==> config.mk <==
export PLATFORM = sky130hd
export DESIGN_NAME = cssw_top
export DESIGN_NICKNAME = d
export VERILOG_FILES = /design/src/inc/cssw_pkg.sv /design/src/inc/cssw_osc_if.sv /design/src/rtl/cssw_warmup.sv /design/src/rtl/cssw_top.sv
export SDC_FILE = /design/constraint.sdc
export NUM_CORES = 1
export LEC_CHECK = 0
export CAP_MARGIN = 20
export CELL_PAD_IN_SITES_DETAIL_PLACEMENT = 1
export CELL_PAD_IN_SITES_GLOBAL_PLACEMENT = 2
export CORE_AREA = 2 2 105 107
export DETAILED_ROUTE_END_ITERATION = 16
export DIE_AREA = 0 0 107 109
export DONT_BUFFER_PORTS = 1
export GPL_TIMING_DRIVEN = 0
export PLACE_DENSITY = 0.73
export SLEW_MARGIN = 20
export SYNTH_ARGS = -nofsm -noshare
export SYNTH_HDL_FRONTEND = slang
export SYNTH_HIERARCHICAL = 1
export SYNTH_SLANG_ARGS = --single-unit
export TNS_END_PERCENT = 100
==> constraint.sdc <==
create_clock -name mclk -period 2.9 [get_ports mclk]
set_clock_uncertainty 0.05 [all_clocks]
set_input_delay 0.145 -clock mclk [delete_from_list [all_inputs] [get_ports mclk]]
set_output_delay 0.145 -clock mclk [all_outputs]
set_load 0.03 [all_outputs]
==> src/inc/cssw_pkg.sv <==
// Constants, field layout and types of the clock source switch
package cssw_pkg;

    localparam int          ADDR_W          = 8;
    localparam int          DATA_W          = 32;
    localparam int          NUM_EV          = 4;

    // Register byte addresses
    localparam logic [7:0]  ADDR_PWR_CTRL   = 8'hC4;
    localparam logic [7:0]  ADDR_STATUS     = 8'hC8;
    localparam logic [7:0]  ADDR_IRQ_STAT   = 8'hCC;
    localparam logic [7:0]  ADDR_IRQ_MASK   = 8'hD0;

    // clock_source_power_control fields
    localparam int          BIT_XSEL        = 7;
    localparam int          BIT_RC_ACTIVE   = 6;
    localparam int          BIT_RESUME_RC   = 5;
    localparam int          BIT_SUB_DIS     = 4;
    localparam int          BIT_MAIN_DIS    = 3;

    // Status register fields
    localparam int          BIT_STABLE      = 4;
    localparam int          BIT_HOLD        = 0;

    // Interrupt event bits
    localparam int          EV_STABLE       = 0;
    localparam int          EV_SWITCH       = 1;
    localparam int          EV_WAKE         = 2;
    localparam int          EV_REJECT       = 3;

    // Reset values
    localparam logic        XSEL_RST        = 1'b0;
    localparam logic        RESUME_RC_RST   = 1'b0;
    localparam logic        SUB_DIS_RST     = 1'b0;
    localparam logic        MAIN_DIS_RST    = 1'b0;
    localparam logic [NUM_EV-1:0] IRQ_MASK_RST = 4'h0;

    localparam logic [1:0]  RESP_OKAY       = 2'h0;
    localparam logic [1:0]  RESP_SLVERR     = 2'h2;

    localparam int          WARMUP_CYC_DEF  = 2048;
    localparam int          WARMUP_W        = 16;

    typedef enum logic [1:0] {
        CS_RUN,
        CS_PDOWN,
        CS_HOLD
    } cssw_state_e;

endpackage : cssw_pkg

==> src/inc/cssw_osc_if.sv <==
// Signals between the switch controller and the warm-up timer
interface cssw_osc_if;
    logic ce;
    logic enable;
    logic running;
    logic stable;

    modport ctrl (
        output ce,
        output enable,
        output running,
        input  stable
    );

    modport timer (
        input  ce,
        input  enable,
        input  running,
        output stable
    );
endinterface : cssw_osc_if

==> src/rtl/cssw_warmup.sv <==
// Crystal warm-up timer that raises the stable flag
module cssw_warmup
    import cssw_pkg::*;
#(
    parameter int WARMUP_CYCLES = WARMUP_CYC_DEF
) (
    input wire logic  mclk,
    input wire logic  reset_n,
    cssw_osc_if.timer osc
);

    localparam logic [WARMUP_W-1:0] CNT_END = WARMUP_W'(WARMUP_CYCLES - 1);

    logic [WARMUP_W-1:0] cnt_ff;
    logic                stable_ff;

    // Count only while enabled and oscillating; any stop restarts warm-up
    always_ff @(posedge mclk) begin
        if (!reset_n) begin
            cnt_ff    <= '0;
            stable_ff <= 1'b0;
        end else if (osc.ce) begin
            if (!osc.enable || !osc.running) begin
                cnt_ff    <= '0;
                stable_ff <= 1'b0;
            end else if (cnt_ff == CNT_END) begin
                stable_ff <= 1'b1;
            end else begin
                cnt_ff    <= cnt_ff + WARMUP_W'(1);
            end
        end
    end

    assign osc.stable = stable_ff;

endmodule : cssw_warmup

==> src/rtl/cssw_top.sv <==
// Clock source switch with AXI4-Lite registers and interrupt
// Notes on behaviour
// - Select bit one: run from crystal
// - Select bit zero: run from RC
// - Select set only if stable, main enabled
// - Refused select set leaves bit unchanged
// - RC status reads zero on crystal
// - RC status reads one on RC
// - Resume-on-RC: wake immediately on RC
// - Otherwise hold after wake until warm or main disabled
// - Sub disable bit stops 32 kHz oscillator
// - Main disable bit stops crystal oscillator
// - Main disable settable only on RC
// - Clearing main disable restarts crystal
// - Stable flag set after warm-up completes
//
// Decided for this implementation: the AXI4-Lite slave port.
module cssw_top
    import cssw_pkg::*;
#(
    parameter int WARMUP_CYCLES = WARMUP_CYC_DEF
) (
    input  wire logic              mclk,
    input  wire logic              reset_n,
    input  wire logic              ce,
    input  wire logic [ADDR_W-1:0] s_axi_awaddr,
    input  wire logic              s_axi_awvalid,
    output logic                   s_axi_awready,
    input  wire logic [DATA_W-1:0] s_axi_wdata,
    input  wire logic [3:0]        s_axi_wstrb,
    input  wire logic              s_axi_wvalid,
    output logic                   s_axi_wready,
    output logic [1:0]             s_axi_bresp,
    output logic                   s_axi_bvalid,
    input  wire logic              s_axi_bready,
    input  wire logic [ADDR_W-1:0] s_axi_araddr,
    input  wire logic              s_axi_arvalid,
    output logic                   s_axi_arready,
    output logic [DATA_W-1:0]      s_axi_rdata,
    output logic [1:0]             s_axi_rresp,
    output logic                   s_axi_rvalid,
    input  wire logic              s_axi_rready,
    input  wire logic              xtal_running,
    input  wire logic              pd_req,
    input  wire logic              wake_req,
    output logic                   clk_sel_xtal,
    output logic                   main_osc_en,
    output logic                   sub_osc_en,
    output logic                   cpu_hold,
    output logic                   irq
);

    function automatic logic addr_mapped(input logic [ADDR_W-1:0] a);
        logic ok;
        ok = 1'b0;
        if (a == ADDR_PWR_CTRL) begin
            ok = 1'b1;
        end else if (a == ADDR_STATUS) begin
            ok = 1'b1;
        end else if (a == ADDR_IRQ_STAT) begin
            ok = 1'b1;
        end else if (a == ADDR_IRQ_MASK) begin
            ok = 1'b1;
        end
        return ok;
    endfunction : addr_mapped

    cssw_osc_if osc_if ();

    logic              awready_ff;
    logic              wready_ff;
    logic              aw_hold_ff;
    logic              w_hold_ff;
    logic [ADDR_W-1:0] awaddr_ff;
    logic [DATA_W-1:0] wdata_ff;
    logic [3:0]        wstrb_ff;
    logic              bvalid_ff;
    logic [1:0]        bresp_ff;
    logic              arready_ff;
    logic              rvalid_ff;
    logic [1:0]        rresp_ff;
    logic [DATA_W-1:0] rdata_ff;

    logic              xtal_meta_ff;
    logic              xtal_sync_ff;

    logic              xsel_ff;
    logic              rc_active_ff;
    logic              resume_rc_ff;
    logic              sub_dis_ff;
    logic              main_dis_ff;
    logic              main_osc_en_ff;
    logic              sub_osc_en_ff;
    logic              cpu_hold_ff;
    cssw_state_e       state_ff;
    cssw_state_e       nxt_state;

    logic [NUM_EV-1:0] ist_ff;
    logic [NUM_EV-1:0] imask_ff;
    logic [NUM_EV-1:0] ev;
    logic              irq_ff;
    logic              stable_d_ff;

    logic              wr_fire;
    logic              wr_lane0;
    logic              wr_ctrl;
    logic              wr_istat;
    logic              wr_imask;
    logic              xsel_ok;
    logic              xsel_set_req;
    logic              xsel_reject;
    logic              mdis_set_req;
    logic              mdis_reject;
    logic              wake_to_rc;
    logic              wake_done;
    logic [7:0]        ctrl_byte;
    logic [7:0]        stat_byte;
    logic              stable;

    function automatic logic s_axi_wdata_bit(input int pos);
        return wdata_ff[pos];
    endfunction : s_axi_wdata_bit

    assign stable = osc_if.stable;

    // Two-stage synchroniser for the oscillator running pin
    always_ff @(posedge mclk) begin
        if (!reset_n) begin
            xtal_meta_ff <= 1'b0;
            xtal_sync_ff <= 1'b0;
        end else if (ce) begin
            xtal_meta_ff <= xtal_running;
            xtal_sync_ff <= xtal_meta_ff;
        end
    end

    assign osc_if.ce      = ce;
    assign osc_if.enable  = main_osc_en_ff;
    assign osc_if.running = xtal_sync_ff;

    cssw_warmup #(
        .WARMUP_CYCLES (WARMUP_CYCLES)
    ) u_warmup (
        .mclk    (mclk),
        .reset_n (reset_n),
        .osc     (osc_if.timer)
    );

    // Write address and data channels, taken in either order
    always_ff @(posedge mclk) begin
        if (!reset_n) begin
            awready_ff <= 1'b0;
            aw_hold_ff <= 1'b0;
            awaddr_ff  <= '0;
        end else if (ce) begin
            if (s_axi_awvalid && awready_ff) begin
                awready_ff <= 1'b0;
                aw_hold_ff <= 1'b1;
                awaddr_ff  <= s_axi_awaddr;
            end else if (wr_fire) begin
                aw_hold_ff <= 1'b0;
            end else if (!aw_hold_ff && !bvalid_ff) begin
                awready_ff <= 1'b1;
            end
        end
    end

    always_ff @(posedge mclk) begin
        if (!reset_n) begin
            wready_ff <= 1'b0;
            w_hold_ff <= 1'b0;
            wdata_ff  <= '0;
            wstrb_ff  <= '0;
        end else if (ce) begin
            if (s_axi_wvalid && wready_ff) begin
                wready_ff <= 1'b0;
                w_hold_ff <= 1'b1;
                wdata_ff  <= s_axi_wdata;
                wstrb_ff  <= s_axi_wstrb;
            end else if (wr_fire) begin
                w_hold_ff <= 1'b0;
            end else if (!w_hold_ff && !bvalid_ff) begin
                wready_ff <= 1'b1;
            end
        end
    end

    assign wr_fire  = aw_hold_ff && w_hold_ff && !bvalid_ff;
    assign wr_lane0 = wr_fire && wstrb_ff[0];
    assign wr_ctrl  = wr_lane0 && (awaddr_ff == ADDR_PWR_CTRL);
    assign wr_istat = wr_lane0 && (awaddr_ff == ADDR_IRQ_STAT);
    assign wr_imask = wr_lane0 && (awaddr_ff == ADDR_IRQ_MASK);

    always_ff @(posedge mclk) begin
        if (!reset_n) begin
            bvalid_ff <= 1'b0;
            bresp_ff  <= RESP_OKAY;
        end else if (ce) begin
            if (wr_fire) begin
                bvalid_ff <= 1'b1;
                bresp_ff  <= addr_mapped(awaddr_ff) ? RESP_OKAY : RESP_SLVERR;
            end else if (bvalid_ff && s_axi_bready) begin
                bvalid_ff <= 1'b0;
            end
        end
    end

    // Write-side interlocks on the control bits
    assign xsel_ok      = stable && !main_dis_ff;
    assign xsel_set_req = wr_ctrl && s_axi_wdata_bit(BIT_XSEL) && !xsel_ff;
    assign xsel_reject  = xsel_set_req && !xsel_ok;
    assign mdis_set_req = wr_ctrl && s_axi_wdata_bit(BIT_MAIN_DIS)
                          && !main_dis_ff;
    assign mdis_reject  = mdis_set_req && xsel_ff;

    // Power-down and wake sequencing
    always_comb begin
        nxt_state = state_ff;
        case (state_ff)
            CS_RUN: begin
                if (pd_req) begin
                    nxt_state = CS_PDOWN;
                end
            end
            CS_PDOWN: begin
                if (wake_req) begin
                    nxt_state = resume_rc_ff ? CS_RUN : CS_HOLD;
                end
            end
            CS_HOLD: begin
                if (stable || main_dis_ff) begin
                    nxt_state = CS_RUN;
                end
            end
            default: begin
                nxt_state = CS_RUN;
            end
        endcase
    end

    assign wake_to_rc = (state_ff == CS_PDOWN) && wake_req && resume_rc_ff;
    assign wake_done  = (state_ff != CS_RUN) && (nxt_state == CS_RUN);

    always_ff @(posedge mclk) begin
        if (!reset_n) begin
            state_ff <= CS_RUN;
        end else if (ce) begin
            state_ff <= nxt_state;
        end
    end

    // Clock source select and oscillator disables
    always_ff @(posedge mclk) begin
        if (!reset_n) begin
            xsel_ff      <= XSEL_RST;
            resume_rc_ff <= RESUME_RC_RST;
            sub_dis_ff   <= SUB_DIS_RST;
            main_dis_ff  <= MAIN_DIS_RST;
        end else if (ce) begin
            if (wake_to_rc) begin
                xsel_ff <= 1'b0;
            end else if (wr_ctrl) begin
                if (!s_axi_wdata_bit(BIT_XSEL)) begin
                    xsel_ff <= 1'b0;
                end else if (xsel_ok) begin
                    xsel_ff <= 1'b1;
                end
            end
            if (wr_ctrl) begin
                resume_rc_ff <= s_axi_wdata_bit(BIT_RESUME_RC);
                sub_dis_ff   <= s_axi_wdata_bit(BIT_SUB_DIS);
                if (!s_axi_wdata_bit(BIT_MAIN_DIS)) begin
                    main_dis_ff <= 1'b0;
                end else if (!xsel_ff) begin
                    main_dis_ff <= 1'b1;
                end
            end
        end
    end

    // Registered outputs toward the clock tree and oscillators
    always_ff @(posedge mclk) begin
        if (!reset_n) begin
            rc_active_ff   <= !XSEL_RST;
            main_osc_en_ff <= 1'b0;
            sub_osc_en_ff  <= 1'b0;
            cpu_hold_ff    <= 1'b0;
        end else if (ce) begin
            rc_active_ff   <= !xsel_ff;
            main_osc_en_ff <= !main_dis_ff && (state_ff != CS_PDOWN);
            sub_osc_en_ff  <= !sub_dis_ff;
            cpu_hold_ff    <= (nxt_state != CS_RUN);
        end
    end

    // Interrupt status: hardware set wins over write-one-to-clear
    always_ff @(posedge mclk) begin
        if (!reset_n) begin
            stable_d_ff <= 1'b0;
        end else if (ce) begin
            stable_d_ff <= stable;
        end
    end

    always_comb begin
        ev            = '0;
        ev[EV_STABLE] = stable && !stable_d_ff;
        ev[EV_SWITCH] = rc_active_ff == xsel_ff;
        ev[EV_WAKE]   = wake_done;
        ev[EV_REJECT] = xsel_reject || mdis_reject;
    end

    always_ff @(posedge mclk) begin
        if (!reset_n) begin
            ist_ff   <= '0;
            imask_ff <= IRQ_MASK_RST;
            irq_ff   <= 1'b0;
        end else if (ce) begin
            if (wr_istat) begin
                ist_ff <= (ist_ff & ~wdata_ff[NUM_EV-1:0]) | ev;
            end else begin
                ist_ff <= ist_ff | ev;
            end
            if (wr_imask) begin
                imask_ff <= wdata_ff[NUM_EV-1:0];
            end
            irq_ff <= |(ist_ff & imask_ff);
        end
    end

    // Read channel
    always_comb begin
        ctrl_byte                = '0;
        ctrl_byte[BIT_XSEL]      = xsel_ff;
        ctrl_byte[BIT_RC_ACTIVE] = rc_active_ff;
        ctrl_byte[BIT_RESUME_RC] = resume_rc_ff;
        ctrl_byte[BIT_SUB_DIS]   = sub_dis_ff;
        ctrl_byte[BIT_MAIN_DIS]  = main_dis_ff;
        stat_byte                = '0;
        stat_byte[BIT_STABLE]    = stable;
        stat_byte[BIT_HOLD]      = cpu_hold_ff;
    end

    always_ff @(posedge mclk) begin
        if (!reset_n) begin
            arready_ff <= 1'b0;
            rvalid_ff  <= 1'b0;
            rresp_ff   <= RESP_OKAY;
            rdata_ff   <= '0;
        end else if (ce) begin
            if (s_axi_arvalid && arready_ff) begin
                arready_ff <= 1'b0;
                rvalid_ff  <= 1'b1;
                rdata_ff   <= '0;
                rresp_ff   <= RESP_OKAY;
                if (s_axi_araddr == ADDR_PWR_CTRL) begin
                    rdata_ff[7:0] <= ctrl_byte;
                end else if (s_axi_araddr == ADDR_STATUS) begin
                    rdata_ff[7:0] <= stat_byte;
                end else if (s_axi_araddr == ADDR_IRQ_STAT) begin
                    rdata_ff[NUM_EV-1:0] <= ist_ff;
                end else if (s_axi_araddr == ADDR_IRQ_MASK) begin
                    rdata_ff[NUM_EV-1:0] <= imask_ff;
                end else begin
                    rresp_ff <= RESP_SLVERR;
                end
            end else if (rvalid_ff && s_axi_rready) begin
                rvalid_ff  <= 1'b0;
                arready_ff <= 1'b1;
            end else if (!rvalid_ff && !arready_ff) begin
                arready_ff <= 1'b1;
            end
        end
    end

    assign s_axi_awready = awready_ff;
    assign s_axi_wready  = wready_ff;
    assign s_axi_bvalid  = bvalid_ff;
    assign s_axi_bresp   = bresp_ff;
    assign s_axi_arready = arready_ff;
    assign s_axi_rvalid  = rvalid_ff;
    assign s_axi_rresp   = rresp_ff;
    assign s_axi_rdata   = rdata_ff;
    assign clk_sel_xtal  = xsel_ff;
    assign main_osc_en   = main_osc_en_ff;
    assign sub_osc_en    = sub_osc_en_ff;
    assign cpu_hold      = cpu_hold_ff;
    assign irq           = irq_ff;

endmodule : cssw_top

==> run_results.csv, run 1 <==
group,metric,value,unit
synthesis,synth_common_cells,"dfxtp_1 (72), nand2_1 (67), a21oi_1 (46), nor2_1 (28), buf_4 (26)",
pwr,finalPower,2.11,mW
placed_design,hpwl,7.72,mm
sta,fin_ws,0.384,ns
pwr,p_int,1.55,mW
detailed_routing,ant_nets,0,
hold_path,hold_path.class,"input port to flip-flop",
clock_tree,clk_latency,0.36,ns
global_routing,grt.total_usage,19.7,%
synthesis,synth.most_common_cell,"dfxtp_1",
finish,drive_gt1_share,14.0,%
synthesis,synthTopCellsByArea,"dfxtp_1 (40%), nand2_1 (7.0%), a21oi_1 (6.4%)",
sta,period_needed,2.52,ns
detailed_routing,wl,10.7,mm
synthesis,synth_area_leader_cell,"dfxtp_1",
sta,period_share,86.8,%
global_routing,grt_pass1_wl,17.5,mm
detailed_routing,wl_per_cell,16.9,um
pwr,vdd_drop_max,0.210,mV
clock_tree,cts_made_buffers,9,
floorplanning,fp-row-count,38,
floorplanning,core,10600,um2
global_routing,use_met2,32.8,%
global_routing,antenna_found_initial,0,
sta,tightest_slew,0.647,ns
sta,finalMaxSlewViolations,0,
clock_tree,cts_buffer_depth,2,
synthesis,synth_top_family_by_area,"simple AND/OR/NAND/NOR gates",
clock_tree,clk_pin_slew_worst_paths,0.08,ns
clock_tree,cts_tree,"built",
finish,fin_nets,553,
clock_tree,cts_max_level,3,
synthesis,synthFlopType,"dfxtp_1",
run,drv_cap,0,
sta,hold_viol_final,0,
global_routing,busiest_layer,"met2",
floorplanning,start_util,34.0,%
synthesis,synth_fa_ha_area_share,0.347,%
pwr,swShare,26.3,%
placed_design,portBuffers,0,
synthesis,synth_seq_area_share,40.0,%
synthesis,synthesis.area,3610,um2
global_routing,grt_overflow,0,
pwr,p_leak,1.64,nW
detailed_routing,drt-pass1-iter-count,4,
synthesis,ys_ff_latch,72,
pwr,switching_power,0.555,mW
critical_path,worst-endpoint-arrival,2.78,ns
finish,n_antenna_cell,0,
global_routing,grt_pass1_vias,3390,
sta,rsz0062_at_grt,"false",
synthesis,syn-mean-instance-area,8.45,um2
synthesis,muxShareOfSynthArea,2.57,%
critical_path,crit_fanout,5,
global_routing,grt_max_degree,13,
detailed_routing,drc,0,
finish,area.growth.synth_to_final,20.4,%
placed_design,dp_slack,0.690,ns
synthesis,synth-simple-area-share,28.3,%
synthesis,netlist.area_leader.share,40.0,%
synthesis,synthXorXnorAreaFrac,0.728,%
pwr,power_frac_comb,9.8,%
outcome,status,"finished clean",
clock_tree,cts.sinks,72,
critical_path,cp-end-kind,"flip-flop",
pwr,pwr-share-seq,49.6,%
critical_path,crit_required,3.16,ns
clock_tree,ctsRootBufferMaster,"clkbuf_8",
critical_path,startpoint_type,"flip-flop",
floorplanning,fp.dieArea,11700,um2
synthesis,async_flop_share,0,%
finish,post-route-cell-area,4340,um2
placed_design,place.gp.congestion,0.848,
placed_design,placed_area,3880,um2
global_routing,grt_use_met1,24.2,%
clock_tree,cts_setup_buffers,0,
clock_tree,cts-resized-gates,0,
sta,clock.fmax,397,MHz
synthesis,synth-compound-area-share,19.3,%
critical_path,setup.worst_path.class,"flip-flop to flip-flop",
floorplanning,die_w,107,um
detailed_routing,viasPerCell,5.27,
finish,fill_cells,1292,
detailed_routing,via_count,3339,
detailed_routing,drt_iter0_markers,107,
global_routing,grt_use_met3,4.84,%
sta,setup_viol,0,
sta,relSlewSlack,56.9,%
floorplanning,dieHeight,109,um
synthesis,synth_edf_count,0,
floorplanning,ioPinCount,109,
pwr,power_density,486,nW/um2
sta,fin_setup_tns,0,ns
synthesis,synth_cell_types,76,
clock_tree,postCtsHoldBufs,26,
synthesis,synth_warnings,6,
synthesis,netlist_instances,427,
pwr,clkPwrFrac,40.6,%
[layout make-up]
type | instances | area [um2] | share of cell area, %
Buffer | 43 | 279 | 6.42
Clock buffer | 13 | 169 | 3.89
Clock inverter | 2 | 37.5 | 0.864
Inverter | 10 | 37.5 | 0.864
Multi-Input combinational cell | 327 | 1940 | 44.7
Sequential cell | 72 | 1440 | 33.2
Tap cell | 140 | 175 | 4.03
Timing Repair Buffer | 26 | 260 | 5.99
[metrics by stage]
| step | util, % | std cells | hold slack [ns] |
|---|---|---|---|
| after global routing | 41.0 | 633 | 0.0374 |
| after floorplan | - | 452 | 0.223 |
| after detailed placement | 36.6 | 592 | 0.230 |
| final | 41.0 | 633 | 0.0223 |
| after global placement | 36.6 | 592 | 0.229 |
| after CTS | 41.0 | 633 | 0.000145 |
[worst max-delay path, stage by stage, from the launching register on]
cell           delay, ns
dfxtp_1             0.39
ha_1                0.28
nand4_2             0.25
or4_4               0.65
a21oi_1             0.16
o31a_1              0.14
dlygate4sd3_1       0.54
[layout by cell type, fill, tap and decap left out, drive strengths merged, types with 5 or more instances in the layout]
master | netlist | routed
buf | 32 | 32
o21ai | 8 | 8
clkbuf | 11 | 24
conb | 1 | 26
mux2i | 7 | 7
nand3 | 18 | 18
dlygate4sd3 | 0 | 26
a21oi | 46 | 46
dfxtp | 72 | 72
nor3 | 11 | 11
nor2 | 28 | 28
and3 | 5 | 5
nand4 | 6 | 6
nand3b | 5 | 5
inv | 10 | 10
a31oi | 7 | 7
nand2 | 68 | 68
nor4 | 6 | 6
nand2b | 6 | 6
or4 | 5 | 5
[per-layer routing]
layer / routed length, um / up-vias / part of all wire [%]
met2: 5120 / 77 / 48
met4: 200 / 0 / 1.9
li1: - / 1625 / -
met3: 543 / 13 / 5.1
met1: 4810 / 1624 / 45
met5: 0 / - / 0
[flip-flops by register name (all words and copies together), names as in the netlist, 2 cells and up]
register         flops
s_axi_rdata          8
awaddr_ff            8
state_ff             2
ist_ff               4
u_warmup/cnt_ff     16
imask_ff             4
wdata_ff             7
[kinds of logic (layout without fill, tap and decap cells)]
group,Yosys count,count (layout)
adders and majority gates,1,1
DFF,72,72
muxes,9,9
AOI/OAI and AO/OA,103,103
buffers and inverters,53,94
xor gates and xnor gates,3,3
other,1,26
and+or+nand+nor,185,185
[power groups by stage]
stage,Combinational [mW],Sequential [mW],Clock (mW)
final,0.206,1.05,0.857
after detailed placement,0.176,1.07,0
after floorplan,0.149,1.06,0
after global placement,0.174,1.07,0
after CTS,0.206,1.05,0.881
after global routing,0.226,1.05,0.924
[worst paths after layout]
kind | startpoint | end | slack (ns) | cells after the start
worst max-delay path | u_warmup/cnt_ff[0] | u_warmup/cnt_ff[7] | 0.38 | 6
worst min-delay path | s_axi_araddr[2] | s_axi_rresp[1] | 0.02 | 3
worst max register to register | u_warmup/cnt_ff[0] | u_warmup/cnt_ff[7] | 0.38 | 6
worst min register to register | awaddr_ff[6] | awaddr_ff[6] | 0.41 | 2
Note: power is estimated with default switching activity, not from simulation.
==> run 2: changes to the inputs <==
--- a/config.mk
+++ b/config.mk
@@ -8,15 +8,14 @@
 export CAP_MARGIN = 20
 export CELL_PAD_IN_SITES_DETAIL_PLACEMENT = 1
 export CELL_PAD_IN_SITES_GLOBAL_PLACEMENT = 2
-export CORE_AREA = 2 2 105 107
+export CORE_AREA = 2 2 104 106
 export DETAILED_ROUTE_END_ITERATION = 16
-export DIE_AREA = 0 0 107 109
+export DIE_AREA = 0 0 106 108
 export DONT_BUFFER_PORTS = 1
 export GPL_TIMING_DRIVEN = 0
 export PLACE_DENSITY = 0.73
 export SLEW_MARGIN = 20
 export SYNTH_ARGS = -nofsm -noshare
 export SYNTH_HDL_FRONTEND = slang
-export SYNTH_HIERARCHICAL = 1
 export SYNTH_SLANG_ARGS = --single-unit
 export TNS_END_PERCENT = 100
==> run_results.csv, run 2 <==
group,metric,value,unit
outcome,status,"finished clean",
synthesis,synth_warnings,0,
detailed_routing,drt_iter0_markers,106,
sta,period_share,80.5,%
pwr,power_density,556,nW/um2
synthesis,ys_ff_latch,72,
critical_path,crit_path_start,"s_axi_arready",
critical_path,cp-end-kind,"flip-flop",
floorplanning,die_w,106,um
finish,drive_gt1_share,12.4,%
pwr,p_int,1.84,mW
synthesis,netlist_instances,426,
synthesis,synthFlopType,"dfxtp_1",
critical_path,setup.worst_path.class,"flip-flop to flip-flop",
sta,tightest_slew,0.942,ns
finish,n_antenna_cell,0,
synthesis,syn-mean-instance-area,8.25,um2
synthesis,synth.most_common_cell,"dfxtp_1",
synthesis,synth_area_leader_cell,"dfxtp_1",
sta,hold_viol_final,0,
placed_design,hpwl,7.04,mm
clock_tree,cts_tree,"built",
sta,hold_slack,0.0184,ns
sta,rsz0062_at_grt,"false",
finish,regMostFlops,"u_warmup.cnt_ff",
critical_path,crit_fanout,9,
synthesis,netlist.area_leader.share,41.0,%
floorplanning,dieHeight,108,um
global_routing,antenna_found_initial,0,
finish,final_common_cell,"dfxtp_1",
detailed_routing,drt-pass1-iter-count,5,
run,drv_cap,0,
pwr,power_frac_comb,8.9,%
clock_tree,clk_latency,0.34,ns
finish,mostFrequentLayoutCells,"dfxtp_1 (72), nand2_1 (64), a21oi_1 (47)",
sta,relSlewSlack,36.6,%
detailed_routing,ant_nets,0,
global_routing,grt_max_degree,13,
detailed_routing,via_count,3138,
placed_design,place.gp.congestion,0.739,
detailed_routing,viasPerCell,4.99,
global_routing,grt_pass1_vias,3104,
floorplanning,start_util,34.4,%
critical_path,r2r_start,"s_axi_arready",
hold_path,hp-start,"s_axi_araddr[2]",
pwr,vdd_drop_max,0.259,mV
hold_path,hold_path.class,"input port to flip-flop",
sta,setup_viol,0,
global_routing,grt_pass1_wl,15.8,mm
synthesis,synth_common_cells,"dfxtp_1 (72), nand2_1 (64), a21oi_1 (47), nor2_1 (30), buf_4 (27)",
finish,fill_cells,1244,
clock_tree,cts_setup_buffers,0,
synthesis,synthesis.area,3510,um2
detailed_routing,wl,9.54,mm
pwr,pwr-share-seq,43.6,%
clock_tree,clk_pin_slew_worst_paths,0.09,ns
pwr,p_leak,1.65,nW
global_routing,grt.total_usage,17.4,%
floorplanning,fp.dieArea,11400,um2
clock_tree,cts_made_buffers,9,
synthesis,synth_edf_count,0,
clock_tree,cts.sinks,72,
critical_path,worst-endpoint-arrival,2.52,ns
finish,largest_reg_flops,16,
global_routing,grt_overflow,0,
floorplanning,ioPinCount,109,
synthesis,synth_cell_types,60,
pwr,swShare,23.4,%
floorplanning,fp-row-count,37,
sta,finalMaxSlewViolations,0,
synthesis,synth_seq_area_share,41.0,%
floorplanning,core,10200,um2
placed_design,portBuffers,0,
detailed_routing,wl_per_cell,15.2,um
synthesis,synthTopCellsByArea,"dfxtp_1 (41%), nand2_1 (6.8%), a21oi_1 (6.7%)",
clock_tree,ctsRootBufferMaster,"clkbuf_8",
critical_path,startpoint_type,"flip-flop",
sta,period_needed,2.34,ns
sta,clock.fmax,428,MHz
clock_tree,cts_max_level,3,
finish,fin_nets,552,
detailed_routing,drc,0,
pwr,switching_power,0.561,mW
critical_path,crit_required,3.08,ns
synthesis,async_flop_share,0,%
finish,area.growth.synth_to_final,23.0,%
pwr,clkPwrFrac,47.5,%
sta,fin_setup_tns,0,ns
clock_tree,cts_buffer_depth,2,
## run 2: cell count changes after synthesis, sizes merged, moves of 4 or more
cell and change:
o21ai +13, nor3 -8, mux2i +6, or3 +6
inv +4, nand2 -4, nor4 -4
## run 2: kinds of logic after synthesis
kind of cell             synth area share, %
AND/OR/NAND/NOR                         25.8
AO/OA/AOI/OAI                           18.5
flip-flops                              41.0
buffers and inverters                   9.40
multiplexers                            4.02
XOR/XNOR                               0.748
adder cells (fa/ha/maj)                0.356
other                                  0.107
## run 2: what timing repair did
action / CTS / global route
hold endpoints to repair: 25 / 0
resized for setup: 0 / 0
hold buffers: 26 / 0
## run 2: final timing paths
| path | to | slack, ns | depth (start not counted) |
|---|---|---|---|
| max | s_axi_rdata[3] | 0.56 | 4 |
| min | s_axi_rresp[1] | 0.02 | 3 |
| max reg2reg | s_axi_rdata[3] | 0.56 | 4 |
| min reg2reg | awaddr_ff[1] | 0.41 | 2 |
## run 2: metrics by stage
step	instance area (um2)	util, %	worst slack, ns	total power [mW]	cells
final	4320	42.2	0.565	2.40	629
after global routing	4320	42.2	0.434	2.50	629
after CTS	4320	42.2	0.575	2.43	629
after detailed placement	3780	36.9	0.579	1.26	587
after global placement	3780	36.9	0.562	1.25	587
after floorplan	3610	-	1.10	1.22	451
## run 2: worst max-delay path, stage by stage (launching register included)
cell and delay, ns:
dfxtp_1 0.57, nand3_1 0.40, nor4_1 0.92, a21oi_1 0.16
o21a_1 0.14
## run 2: layer usage
metal,vias to the layer above,wire length (um),track usage (%)
met5,-,0,0
met4,0,66,4.51
met3,5,373,3.38
met2,56,4550,30.4
met1,1490,4550,22.1
li1,1587,-,-
## run 2: power groups by stage
stage | combinational (mW) | clock [mW] | sequential [mW]
after floorplan | 0.156 | 0 | 1.06
after global placement | 0.182 | 0 | 1.07
after detailed placement | 0.184 | 0 | 1.07
after CTS | 0.214 | 1.17 | 1.05
after global routing | 0.236 | 1.22 | 1.05
final | 0.215 | 1.14 | 1.05
## run 2: final cells by class
class	count	area, um2	share of cell area, %
Inverter	14	52.6	1.22
Clock inverter	6	155	3.59
Multi-Input combinational cell	322	1840	42.5
Buffer	43	278	6.43
Sequential cell	72	1440	33.4
Tap cell	136	170	3.94
Clock buffer	10	128	2.95
Timing Repair Buffer	26	260	6.02
